`src/viu_pkg.sv`:
```
// constants, field positions, register offsets and state codes of the vectored interrupt unit
package viu_pkg;

  localparam int          NSRC          = 8;
  localparam int          NPIN          = 7;
  localparam int          NEDGE         = 3;

  // source ranks, also bit positions in the pending register and, from rank 2 up, in the enable register
  localparam int          RANK_RESET    = 0;
  localparam int          RANK_NMI      = 1;
  localparam int          RANK_EDGE_A   = 2;
  localparam int          RANK_TIMER    = 5;
  localparam int          RANK_SHARED   = 6;
  localparam int          RANK_CAPTURE  = 7;

  // pin vector positions after synchronisation
  localparam int          PIN_RESET_N   = 0;
  localparam int          PIN_NMI       = 1;
  localparam int          PIN_EDGE_A    = 2;
  localparam int          PIN_SHARED_N  = 5;
  localparam int          PIN_CAPTURE   = 6;
  localparam logic [6:0]  PIN_IDLE      = 7'h21;

  // vector words: rank 0 at the top pair, each further rank one pair lower
  localparam logic [15:0] VEC_TOP       = 16'hfffe;
  localparam logic [15:0] VEC_STEP      = 16'h0002;
  localparam logic [15:0] SP_STEP       = 16'h0002;
  localparam logic [15:0] SP_RESET      = 16'h0000;

  // register offsets on the plain register port
  localparam logic [7:0]  ADDR_ENABLE   = 8'h00;
  localparam logic [7:0]  ADDR_PENDING  = 8'h04;
  localparam logic [7:0]  ADDR_POLARITY = 8'h08;
  localparam logic [7:0]  ADDR_CAPTURE  = 8'h0c;
  localparam logic [7:0]  ADDR_STATUS   = 8'h10;
  localparam logic [7:0]  ADDR_SP       = 8'h14;
  localparam logic [7:0]  ADDR_UART     = 8'h18;
  localparam logic [7:0]  ADDR_STATE    = 8'h1c;

  localparam int          GIE_BIT       = 0;
  localparam int          SAVED_BIT     = 0;
  localparam int          UART_RX_BIT   = 0;
  localparam int          UART_TX_BIT   = 1;
  localparam logic [7:0]  PEND_RO_MASK  = 8'h03;
  localparam logic [7:0]  HW_CLR_MASK   = 8'hdf;

  typedef enum logic [1:0] {
    CAP_RISE = 2'b00,
    CAP_FALL = 2'b01,
    CAP_HIGH = 2'b10,
    CAP_LOW  = 2'b11
  } viu_cap_mode_t;

  typedef enum logic [2:0] {
    ST_IDLE     = 3'b000,
    ST_RST_WAIT = 3'b001,
    ST_PUSH     = 3'b010,
    ST_VEC_LO   = 3'b011,
    ST_VEC_HI   = 3'b100,
    ST_POP_LO   = 3'b101,
    ST_POP_HI   = 3'b110
  } viu_state_t;

endpackage

```
`src/viu_unit.sv`:
```
// vectored interrupt unit: pin capture, pending flags, ranking and acknowledge sequencer
`timescale 1ns/1ps
module viu_unit
  import viu_pkg::*;
(
  input  wire logic        i_core_clk,
  input  wire logic        i_reset,
  input  wire logic        i_reset_pin_n,
  input  wire logic        i_nonmaskable_pin,
  input  wire logic        i_edge_irq_pin_a,
  input  wire logic        i_edge_irq_pin_b,
  input  wire logic        i_edge_irq_pin_c,
  input  wire logic        i_shared_lowlevel_irq_pin_n,
  input  wire logic        i_capture_irq_pin,
  input  wire logic        i_timer_ovf,
  input  wire logic        i_uart_rx_req,
  input  wire logic        i_uart_tx_req,
  input  wire logic        i_instr_done,
  input  wire logic        i_return_from_irq,
  input  wire logic        i_ret,
  input  wire logic [15:0] i_pc,
  input  wire logic        i_mem_ack,
  input  wire logic [7:0]  i_mem_rdata,
  input  wire logic [7:0]  i_addr,
  input  wire logic [15:0] i_wr_data,
  input  wire logic        i_wr,
  input  wire logic        i_rd,
  output logic [15:0]      o_rd_data,
  output logic             o_mem_req,
  output logic             o_mem_we,
  output logic             o_mem_byte,
  output logic [15:0]      o_mem_addr,
  output logic [15:0]      o_mem_wdata,
  output logic             o_pc_load,
  output logic [15:0]      o_new_pc,
  output logic             o_core_hold
);

  ////////////////////////////////////////////////////////////////////////////
  logic [6:0]    pin_meta;
  logic [6:0]    pin_sync;
  logic [6:0]    pin_prev;
  logic [6:0]    pin_raw;
  logic [7:0]    pending;
  logic [7:0]    enable_mask;
  logic          global_irq_enable;
  logic          saved_global_enable;
  logic [2:0]    irq_polarity_ctrl;
  viu_cap_mode_t capture_mode;
  logic [1:0]    uart_irq_ctrl;
  logic [15:0]   sp;
  viu_state_t    state;
  logic [2:0]    sel;
  logic          ret_is_return_from_irq;
  logic [7:0]    lo_byte;
  logic [7:0]    set_vec;
  logic [7:0]    allowed;
  logic [7:0]    req;
  logic [2:0]    next_sel;
  logic          any_req;
  logic          rst_req;
  logic          cap_hit;
  logic          start_ack;
  logic          start_pop;
  logic          serviced;
  logic          pop_done;
  logic [2:0]    edge_hit;

  assign pin_raw = {i_capture_irq_pin, i_shared_lowlevel_irq_pin_n, i_edge_irq_pin_c,
                    i_edge_irq_pin_b, i_edge_irq_pin_a, i_nonmaskable_pin, i_reset_pin_n};

  // two stages before any logic; pin_prev follows the second stage only
  always_ff @(posedge i_core_clk or posedge i_reset)
  begin
    if (i_reset)
    begin
      pin_meta <= PIN_IDLE;
      pin_sync <= PIN_IDLE;
      pin_prev <= PIN_IDLE;
    end
    else
    begin
      pin_meta <= pin_raw;
      pin_sync <= pin_meta;
      pin_prev <= pin_sync;
    end
  end

  ////////////////////////////////////////////////////////////////////////////
  // trigger conditions
  genvar g;
  generate
    for (g = 0; g < NEDGE; g++)
    begin : g_edge
      // polarity one selects the rising edge
      assign edge_hit[g] = irq_polarity_ctrl[g] ?
                           (pin_sync[PIN_EDGE_A+g] & ~pin_prev[PIN_EDGE_A+g]) :
                           (~pin_sync[PIN_EDGE_A+g] & pin_prev[PIN_EDGE_A+g]);
    end
  endgenerate

  always_comb
  begin
    case (capture_mode)
      CAP_RISE: cap_hit = pin_sync[PIN_CAPTURE] & ~pin_prev[PIN_CAPTURE];
      CAP_FALL: cap_hit = ~pin_sync[PIN_CAPTURE] & pin_prev[PIN_CAPTURE];
      CAP_HIGH: cap_hit = pin_sync[PIN_CAPTURE];
      CAP_LOW:  cap_hit = ~pin_sync[PIN_CAPTURE];
      default:  cap_hit = 1'b0;
    endcase
  end

  assign rst_req = ~pin_sync[PIN_RESET_N];
  always_comb
  begin
    set_vec               = 8'h00;
    set_vec[RANK_RESET]   = rst_req;
    set_vec[RANK_NMI]     = pin_sync[PIN_NMI] & ~pin_prev[PIN_NMI];
    set_vec[4:2]          = edge_hit;
    set_vec[RANK_TIMER]   = i_timer_ovf;
    // the shared vector serves the low pin and each uart request whose enable bit is set
    set_vec[RANK_SHARED]  = ~pin_sync[PIN_SHARED_N]
                          | (i_uart_rx_req & uart_irq_ctrl[UART_RX_BIT])
                          | (i_uart_tx_req & uart_irq_ctrl[UART_TX_BIT]);
    set_vec[RANK_CAPTURE] = cap_hit;
  end

  ////////////////////////////////////////////////////////////////////////////
  // masking and ranking
  always_comb
  begin
    allowed             = enable_mask & {8{global_irq_enable}};
    allowed[RANK_NMI]   = 1'b1;
    allowed[RANK_RESET] = 1'b0;
    req                 = pending & allowed;
    any_req             = |req;
    next_sel            = 3'd0;
    for (int i = NSRC - 1; i >= 0; i--)
    begin
      if (req[i])
      begin
        next_sel = 3'(i);
      end
    end
  end

  assign start_ack = (state == ST_IDLE) && !rst_req && i_instr_done && any_req;
  assign start_pop = (state == ST_IDLE) && !rst_req && !start_ack && (i_return_from_irq || i_ret);
  assign serviced  = (state == ST_PUSH) && i_mem_ack && !rst_req;
  assign pop_done  = (state == ST_POP_HI) && i_mem_ack && !rst_req;

  ////////////////////////////////////////////////////////////////////////////
  // pending flags: hardware set always beats any clear in the same cycle
  always_ff @(posedge i_core_clk or posedge i_reset)
  begin
    if (i_reset)
    begin
      pending <= 8'h00;
    end
    else
    begin
      pending <= (pending
                 & ((i_wr && i_addr == ADDR_PENDING) ?
                    (i_wr_data[7:0] | PEND_RO_MASK) : 8'hff)
                 & ~((serviced ? 8'(8'h01 << sel) : 8'h00) & HW_CLR_MASK)
                 & ~((state == ST_VEC_HI && i_mem_ack && sel == 3'd0) ? 8'h01 : 8'h00))
                 | set_vec;
    end
  end

  ////////////////////////////////////////////////////////////////////////////
  // control registers written by software
  always_ff @(posedge i_core_clk or posedge i_reset)
  begin
    if (i_reset)
    begin
      enable_mask       <= 8'h00;
      irq_polarity_ctrl <= 3'h0;
      capture_mode      <= CAP_RISE;
      uart_irq_ctrl     <= 2'h0;
    end
    else if (i_wr)
    begin
      case (i_addr)
        ADDR_ENABLE:   enable_mask       <= {i_wr_data[7:2], 2'b00};
        ADDR_POLARITY: irq_polarity_ctrl <= i_wr_data[2:0];
        ADDR_CAPTURE:  capture_mode      <= viu_cap_mode_t'(i_wr_data[1:0]);
        ADDR_UART:     uart_irq_ctrl     <= i_wr_data[1:0];
        default:       enable_mask       <= enable_mask;
      endcase
    end
  end

  // global enable and its saved copy in the status word
  always_ff @(posedge i_core_clk or posedge i_reset)
  begin
    if (i_reset)
    begin
      global_irq_enable   <= 1'b0;
      saved_global_enable <= 1'b0;
    end
    else if (rst_req)
    begin
      global_irq_enable   <= 1'b0;
      saved_global_enable <= 1'b0;
    end
    else if (start_ack)
    begin
      saved_global_enable <= global_irq_enable;
      global_irq_enable   <= 1'b0;
    end
    else if (pop_done)
    begin
      if (ret_is_return_from_irq && saved_global_enable)
      begin
        global_irq_enable <= 1'b1;
      end
    end
    else if (i_wr && i_addr == ADDR_ENABLE)
    begin
      global_irq_enable <= i_wr_data[GIE_BIT];
    end
    else if (i_wr && i_addr == ADDR_STATUS)
    begin
      saved_global_enable <= i_wr_data[SAVED_BIT];
    end
  end

  // stack pointer: word stack growing upward by two bytes per push
  always_ff @(posedge i_core_clk or posedge i_reset)
  begin
    if (i_reset)
    begin
      sp <= SP_RESET;
    end
    else if (serviced)
    begin
      sp <= sp + SP_STEP;
    end
    else if (pop_done)
    begin
      sp <= sp - SP_STEP;
    end
    else if (i_wr && i_addr == ADDR_SP)
    begin
      sp <= i_wr_data;
    end
  end

  ////////////////////////////////////////////////////////////////////////////
  // acknowledge and return sequencer; reset pin aborts anything in flight
  always_ff @(posedge i_core_clk or posedge i_reset)
  begin
    if (i_reset)
    begin
      state       <= ST_RST_WAIT;
      sel         <= 3'd0;
      ret_is_return_from_irq <= 1'b0;
      lo_byte     <= 8'h00;
      o_mem_req   <= 1'b0;
      o_mem_we    <= 1'b0;
      o_mem_byte  <= 1'b0;
      o_mem_addr  <= 16'h0000;
      o_mem_wdata <= 16'h0000;
      o_pc_load   <= 1'b0;
      o_new_pc    <= 16'h0000;
      o_core_hold <= 1'b1;
    end
    else
    begin
      o_pc_load <= 1'b0;
      if (rst_req)
      begin
        state       <= ST_RST_WAIT;
        o_mem_req   <= 1'b0;
        o_core_hold <= 1'b1;
      end
      else
      begin
        case (state)
          ST_RST_WAIT:
          begin
            state      <= ST_VEC_LO;
            sel        <= 3'd0;
            o_mem_req  <= 1'b1;
            o_mem_we   <= 1'b0;
            o_mem_byte <= 1'b1;
            o_mem_addr <= VEC_TOP;
          end
          ST_IDLE:
          begin
            if (start_ack)
            begin
              state       <= ST_PUSH;
              sel         <= next_sel;
              o_mem_req   <= 1'b1;
              o_mem_we    <= 1'b1;
              o_mem_byte  <= 1'b0;
              o_mem_addr  <= sp;
              o_mem_wdata <= i_pc;
              o_core_hold <= 1'b1;
            end
            else if (start_pop)
            begin
              state       <= ST_POP_LO;
              ret_is_return_from_irq <= i_return_from_irq;
              o_mem_req   <= 1'b1;
              o_mem_we    <= 1'b0;
              o_mem_byte  <= 1'b1;
              o_mem_addr  <= sp - SP_STEP;
              o_core_hold <= 1'b1;
            end
          end
          ST_PUSH:
          begin
            if (i_mem_ack)
            begin
              state      <= ST_VEC_LO;
              o_mem_we   <= 1'b0;
              o_mem_byte <= 1'b1;
              o_mem_addr <= VEC_TOP - 16'(VEC_STEP * sel);
            end
          end
          ST_VEC_LO, ST_POP_LO:
          begin
            if (i_mem_ack)
            begin
              state      <= (state == ST_VEC_LO) ? ST_VEC_HI : ST_POP_HI;
              lo_byte    <= i_mem_rdata;
              o_mem_addr <= o_mem_addr + 16'h0001;
            end
          end
          ST_VEC_HI, ST_POP_HI:
          begin
            if (i_mem_ack)
            begin
              state       <= ST_IDLE;
              o_mem_req   <= 1'b0;
              o_pc_load   <= 1'b1;
              o_new_pc    <= {i_mem_rdata, lo_byte};
              o_core_hold <= 1'b0;
            end
          end
          default:
          begin
            state     <= ST_IDLE;
            o_mem_req <= 1'b0;
          end
        endcase
      end
    end
  end

  ////////////////////////////////////////////////////////////////////////////
  // register read port, data in the cycle after the strobe
  always_ff @(posedge i_core_clk or posedge i_reset)
  begin
    if (i_reset)
    begin
      o_rd_data <= 16'h0000;
    end
    else if (i_rd)
    begin
      case (i_addr)
        ADDR_ENABLE:   o_rd_data <= {8'h00, enable_mask[7:2], 1'b0, global_irq_enable};
        ADDR_PENDING:  o_rd_data <= {8'h00, pending};
        ADDR_POLARITY: o_rd_data <= {13'h0000, irq_polarity_ctrl};
        ADDR_CAPTURE:  o_rd_data <= {14'h0000, capture_mode};
        ADDR_STATUS:   o_rd_data <= {15'h0000, saved_global_enable};
        ADDR_SP:       o_rd_data <= sp;
        ADDR_UART:     o_rd_data <= {14'h0000, uart_irq_ctrl};
        ADDR_STATE:    o_rd_data <= {10'h000, sel, state};
        default:       o_rd_data <= 16'h0000;
      endcase
    end
  end
endmodule
```
`config.mk`:
```
export PLATFORM = sky130hd
export DESIGN_NAME = viu_unit
export DESIGN_NICKNAME = d
export VERILOG_FILES = /design/src/viu_pkg.sv /design/src/viu_unit.sv
export SDC_FILE = /design/constraint.sdc
export NUM_CORES = 1
export LEC_CHECK = 0
export BUFFER_PORTS_ARGS = -buffer_cell sky130_fd_sc_hd__buf_2
export CAP_MARGIN = 30
export CORE_MARGIN = 4
export CORE_UTILIZATION = 35
export DETAILED_ROUTE_END_ITERATION = 6
export PLACE_DENSITY = 0.56
export SLEW_MARGIN = 20
export SYNTH_ARGS = -nofsm -noshare
export SYNTH_HDL_FRONTEND = slang
export SYNTH_SLANG_ARGS = --single-unit
```
`constraint.sdc`:
```
create_clock -name i_core_clk -period 5.7 [get_ports i_core_clk]
set_input_delay 1.14 -clock i_core_clk [delete_from_list [all_inputs] [get_ports i_core_clk]]
set_output_delay 1.14 -clock i_core_clk [all_outputs]
set_load 0.005 [all_outputs]
```
==> flow_metrics.env <==
export IMPL_pin_count=135
export IMPL_cts_sinks=142
export IMPL_fp_dieH_um=156
export IMPL_synth_flop_cell="dfrtp_1"
export IMPL_drt_pass1_iterations=5
export IMPL_seq_power_share_pct=40.4
export IMPL_syn_area_um2=7620
export IMPL_synth_nets=838
export IMPL_synth_top_area_share_pct=44.7
export IMPL_clockBufferDepth=2
export IMPL_post_route_drc_count=0
export IMPL_dpl_cell_area_um2=8500
export IMPL_design_area_um2=9050
export IMPL_fin_crit_ps=3160
export IMPL_coreArea_um2=21200
export IMPL_num_rows=53
export IMPL_cap_violations=0
export IMPL_use_met1_pct=24.6
export IMPL_cts_tree="done"
export IMPL_power_density_nw_per_um2=452
export IMPL_final_common_cell="dfrtp_1"
export IMPL_clockPowerShare_pct=26.1
export IMPL_ant_nets=0
export IMPL_cp_top_family="simple AND/OR/NAND/NOR gates"
export IMPL_nets=946
export IMPL_groute_usage_overall_pct=18.3
export IMPL_worstPathMaxFanout=27
export IMPL_internal_power_mw=2.53
export IMPL_htree_levels=4
export IMPL_synthCells=769
export IMPL_min_path_type="register to register"
export IMPL_p_sw_mw=1.56
export IMPL_cp_arrival_ps=3470
export IMPL_crit_chain="nand4b_1 -> nor2_1 -> a22o_1 -> a22oi_1 -> o22a_1"
export IMPL_worst_pin_slew_ps=996
export IMPL_synth_edf_count=0
export IMPL_final_setup_tns_ps=0
export IMPL_combPwrFrac_pct=33.5
export IMPL_crit_required_ps=6010
export IMPL_clock_root_buffer="clkbuf_16"
export IMPL_dp_hpwl_mm=15.7
export IMPL_place_congestion=0.849
export IMPL_io_buffer_count=134
export IMPL_post_cts_resized=0
export IMPL_viasPerCell=5.63
export IMPL_yosysTopAreaCell="dfrtp_1"
export IMPL_cp_start_kind="register"
export IMPL_worstSetupEndpointType="register"
export IMPL_fillers=2155
export IMPL_ir_drop_mv=0.236
export IMPL_post_cts_buffers=0
export IMPL_status="complete, no violations"
export IMPL_period_share_pct=55.5
export IMPL_final_hold_violation_count=0
export IMPL_grt_overflow=0
export IMPL_setup_viol=0
export IMPL_syn_to_final_growth_pct=18.8
export IMPL_power_share_switching_pct=38.2
export IMPL_use_met2_pct=30.0
export IMPL_worstSkewPairLatency_ps=430
export IMPL_yosysSeqAreaShare_pct=46.7
export IMPL_worstSetupPathType="register to register"
export IMPL_async_flop_share_pct=100
export IMPL_utilization_pct=42.7
export IMPL_grt_pass1_vias=6508
export IMPL_drv_slew=0
export IMPL_hold_buffers=0
export IMPL_synth_area_leaders="dfrtp_1 45%, mux2_2 8.9%, o21ai_0 4.5%, nand2_1 3.1%, nand3_1 2.2%"
export IMPL_path_clk_slew_ps=60
export IMPL_drt_iter0_markers=459
export IMPL_use_met3_pct=3.55
export IMPL_fmax_mhz=316
export IMPL_avgSynthCellArea_um2=9.91
export IMPL_fin_skew_ps=16.4
export IMPL_grt_first_pass_wirelength_mm=35.5
export IMPL_slew_headroom_pct=33.3
export IMPL_die_area_um2=24200
export IMPL_leakagePower_nw=3.91
export IMPL_ys_types=77
export IMPL_num_antenna_cells=0
export IMPL_grt_max_degree=56
export IMPL_cp_slowest_cell="nor2_1"
export IMPL_final_cell_mix="136 x dfrtp_1, 134 x buf_2, 69 x o21ai_0"
export IMPL_antenna_found_initial=1
export IMPL_slowest_delay_ps=990
export IMPL_vias=6559
export IMPL_worst_path_buf_inv=0
export IMPL_wl_per_cell_um=19.0
export IMPL_layout_drive_gt1_share_pct=28.1
export IMPL_die_x_um=156
export IMPL_grt_busiest_layer="met2"
export IMPL_routed_wl_mm=22.2
export IMPL_floorplan_initialDensity_pct=35.9
export IMPL_rsz0062_at_grt="false"
export IMPL_cts_buffers=17
export IMPL_ys_warn_count=0
export IMPL_ys_ff_latch=142
[cell type report]
| type | instances | area [um2] | share of cell area [%] |
|---|---|---|---|
| clock inverter | 11 | 108 | 1.19 |
| multi-input combinational | 548 | 3750 | 41.4 |
| timing repair buffer | 142 | 748 | 8.26 |
| sequential | 142 | 3560 | 39.3 |
| inverter | 26 | 103 | 1.13 |
| clock buffer | 21 | 440 | 4.86 |
| tap | 275 | 344 | 3.80 |
[cells in the mapped netlist, types with 5 or more instances]
cell	number
mux2i_1	6
a22o_1	11
nor2b_1	7
mux2_2	60
o211ai_1	8
nand2_1	62
nor3_1	18
and2_1	10
nor2_1	41
dfstp_2	6
a31oi_1	13
dfrtp_1	136
or4_1	6
xor2_1	7
o221ai_1	7
inv_1	26
xnor2_1	11
a211oi_1	8
o41ai_1	9
o31ai_1	15
nand3_1	33
nand2b_1	13
buf_2	7
clkbuf_1	43
a21oi_1	21
a22oi_1	8
a2111oi_0	5
and3_1	9
o21ai_0	69
nor4_1	7
[power by group through the flow]
stage / combinational [mW] / sequential, mW / clock [mW]
global placement: 1.36 / 1.66 / 0
finish: 1.37 / 1.65 / 1.07
CTS: 1.38 / 1.65 / 1.09
detailed placement: 1.37 / 1.67 / 0
global route: 1.54 / 1.71 / 1.14
floorplan: 1.03 / 1.49 / 0
[metrics by stage]
stage          power [mW]  cells  hold WS [ps]  setup WS (ps)
2_1_floorplan        2.52    769           331            760
3_3_place_gp         3.02   1130           331           2310
3_5_place_dp         3.04   1132           335           2220
4_1_cts              4.13   1164           350           2560
5_1_grt              4.38   1165           351           2400
6_report             4.09   1165           348           2540
[sequential cells by signal, summed over array words and instances (netlist names), 2 cells and up]
register,flops
o_mem_addr,16
o_mem_wdata,16
o_new_pc,16
o_rd_data,16
sp,16
lo_byte,8
pending,8
pin_meta,7
pin_sync,7
enable_mask,6
pin_prev,5
irq_polarity_ctrl,3
sel,3
state,3
capture_mode,2
uart_irq_ctrl,2
[final timing paths]
check,slack (ps),cells past startpoint,to,startpoint
setup / recovery,2540,5,sp[3],pin_sync[0]
hold / removal,350,0,pin_sync[4],pin_meta[4]
setup reg to reg,2540,5,sp[3],pin_sync[0]
hold reg to reg,350,0,pin_sync[4],pin_meta[4]
max in group asynchronous,3970,3,state[0],i_reset
min in group asynchronous,770,2,o_mem_wdata[9],i_reset
[worst register-to-register path: cells and delay by family (launching register included)]
kind	cells	cell delay, ps
AO/OA/AOI/OAI	3	540
flip-flops	1	880
AND/OR/NAND/NOR	2	1630
[kinds of logic after synthesis]
kind of cell	synth area share [%]
XOR/XNOR	2.07
multiplexers	10.1
adder cells (fa/ha/maj)	0.493
buffers and inverters	4.07
flip-flops	46.7
AND/OR/NAND/NOR	15.8
AO/OA/AOI/OAI	20.7
[per-layer routing]
layer	vias up	part of all wire [%]	wire, um
met3	26	5.9	1320
met2	206	48	10700
met4	2	1.5	323
li1	3100	-	-
met1	3225	44	9790
met5	-	0.054	12
Note: power is estimated with default switching activity, not from simulation.
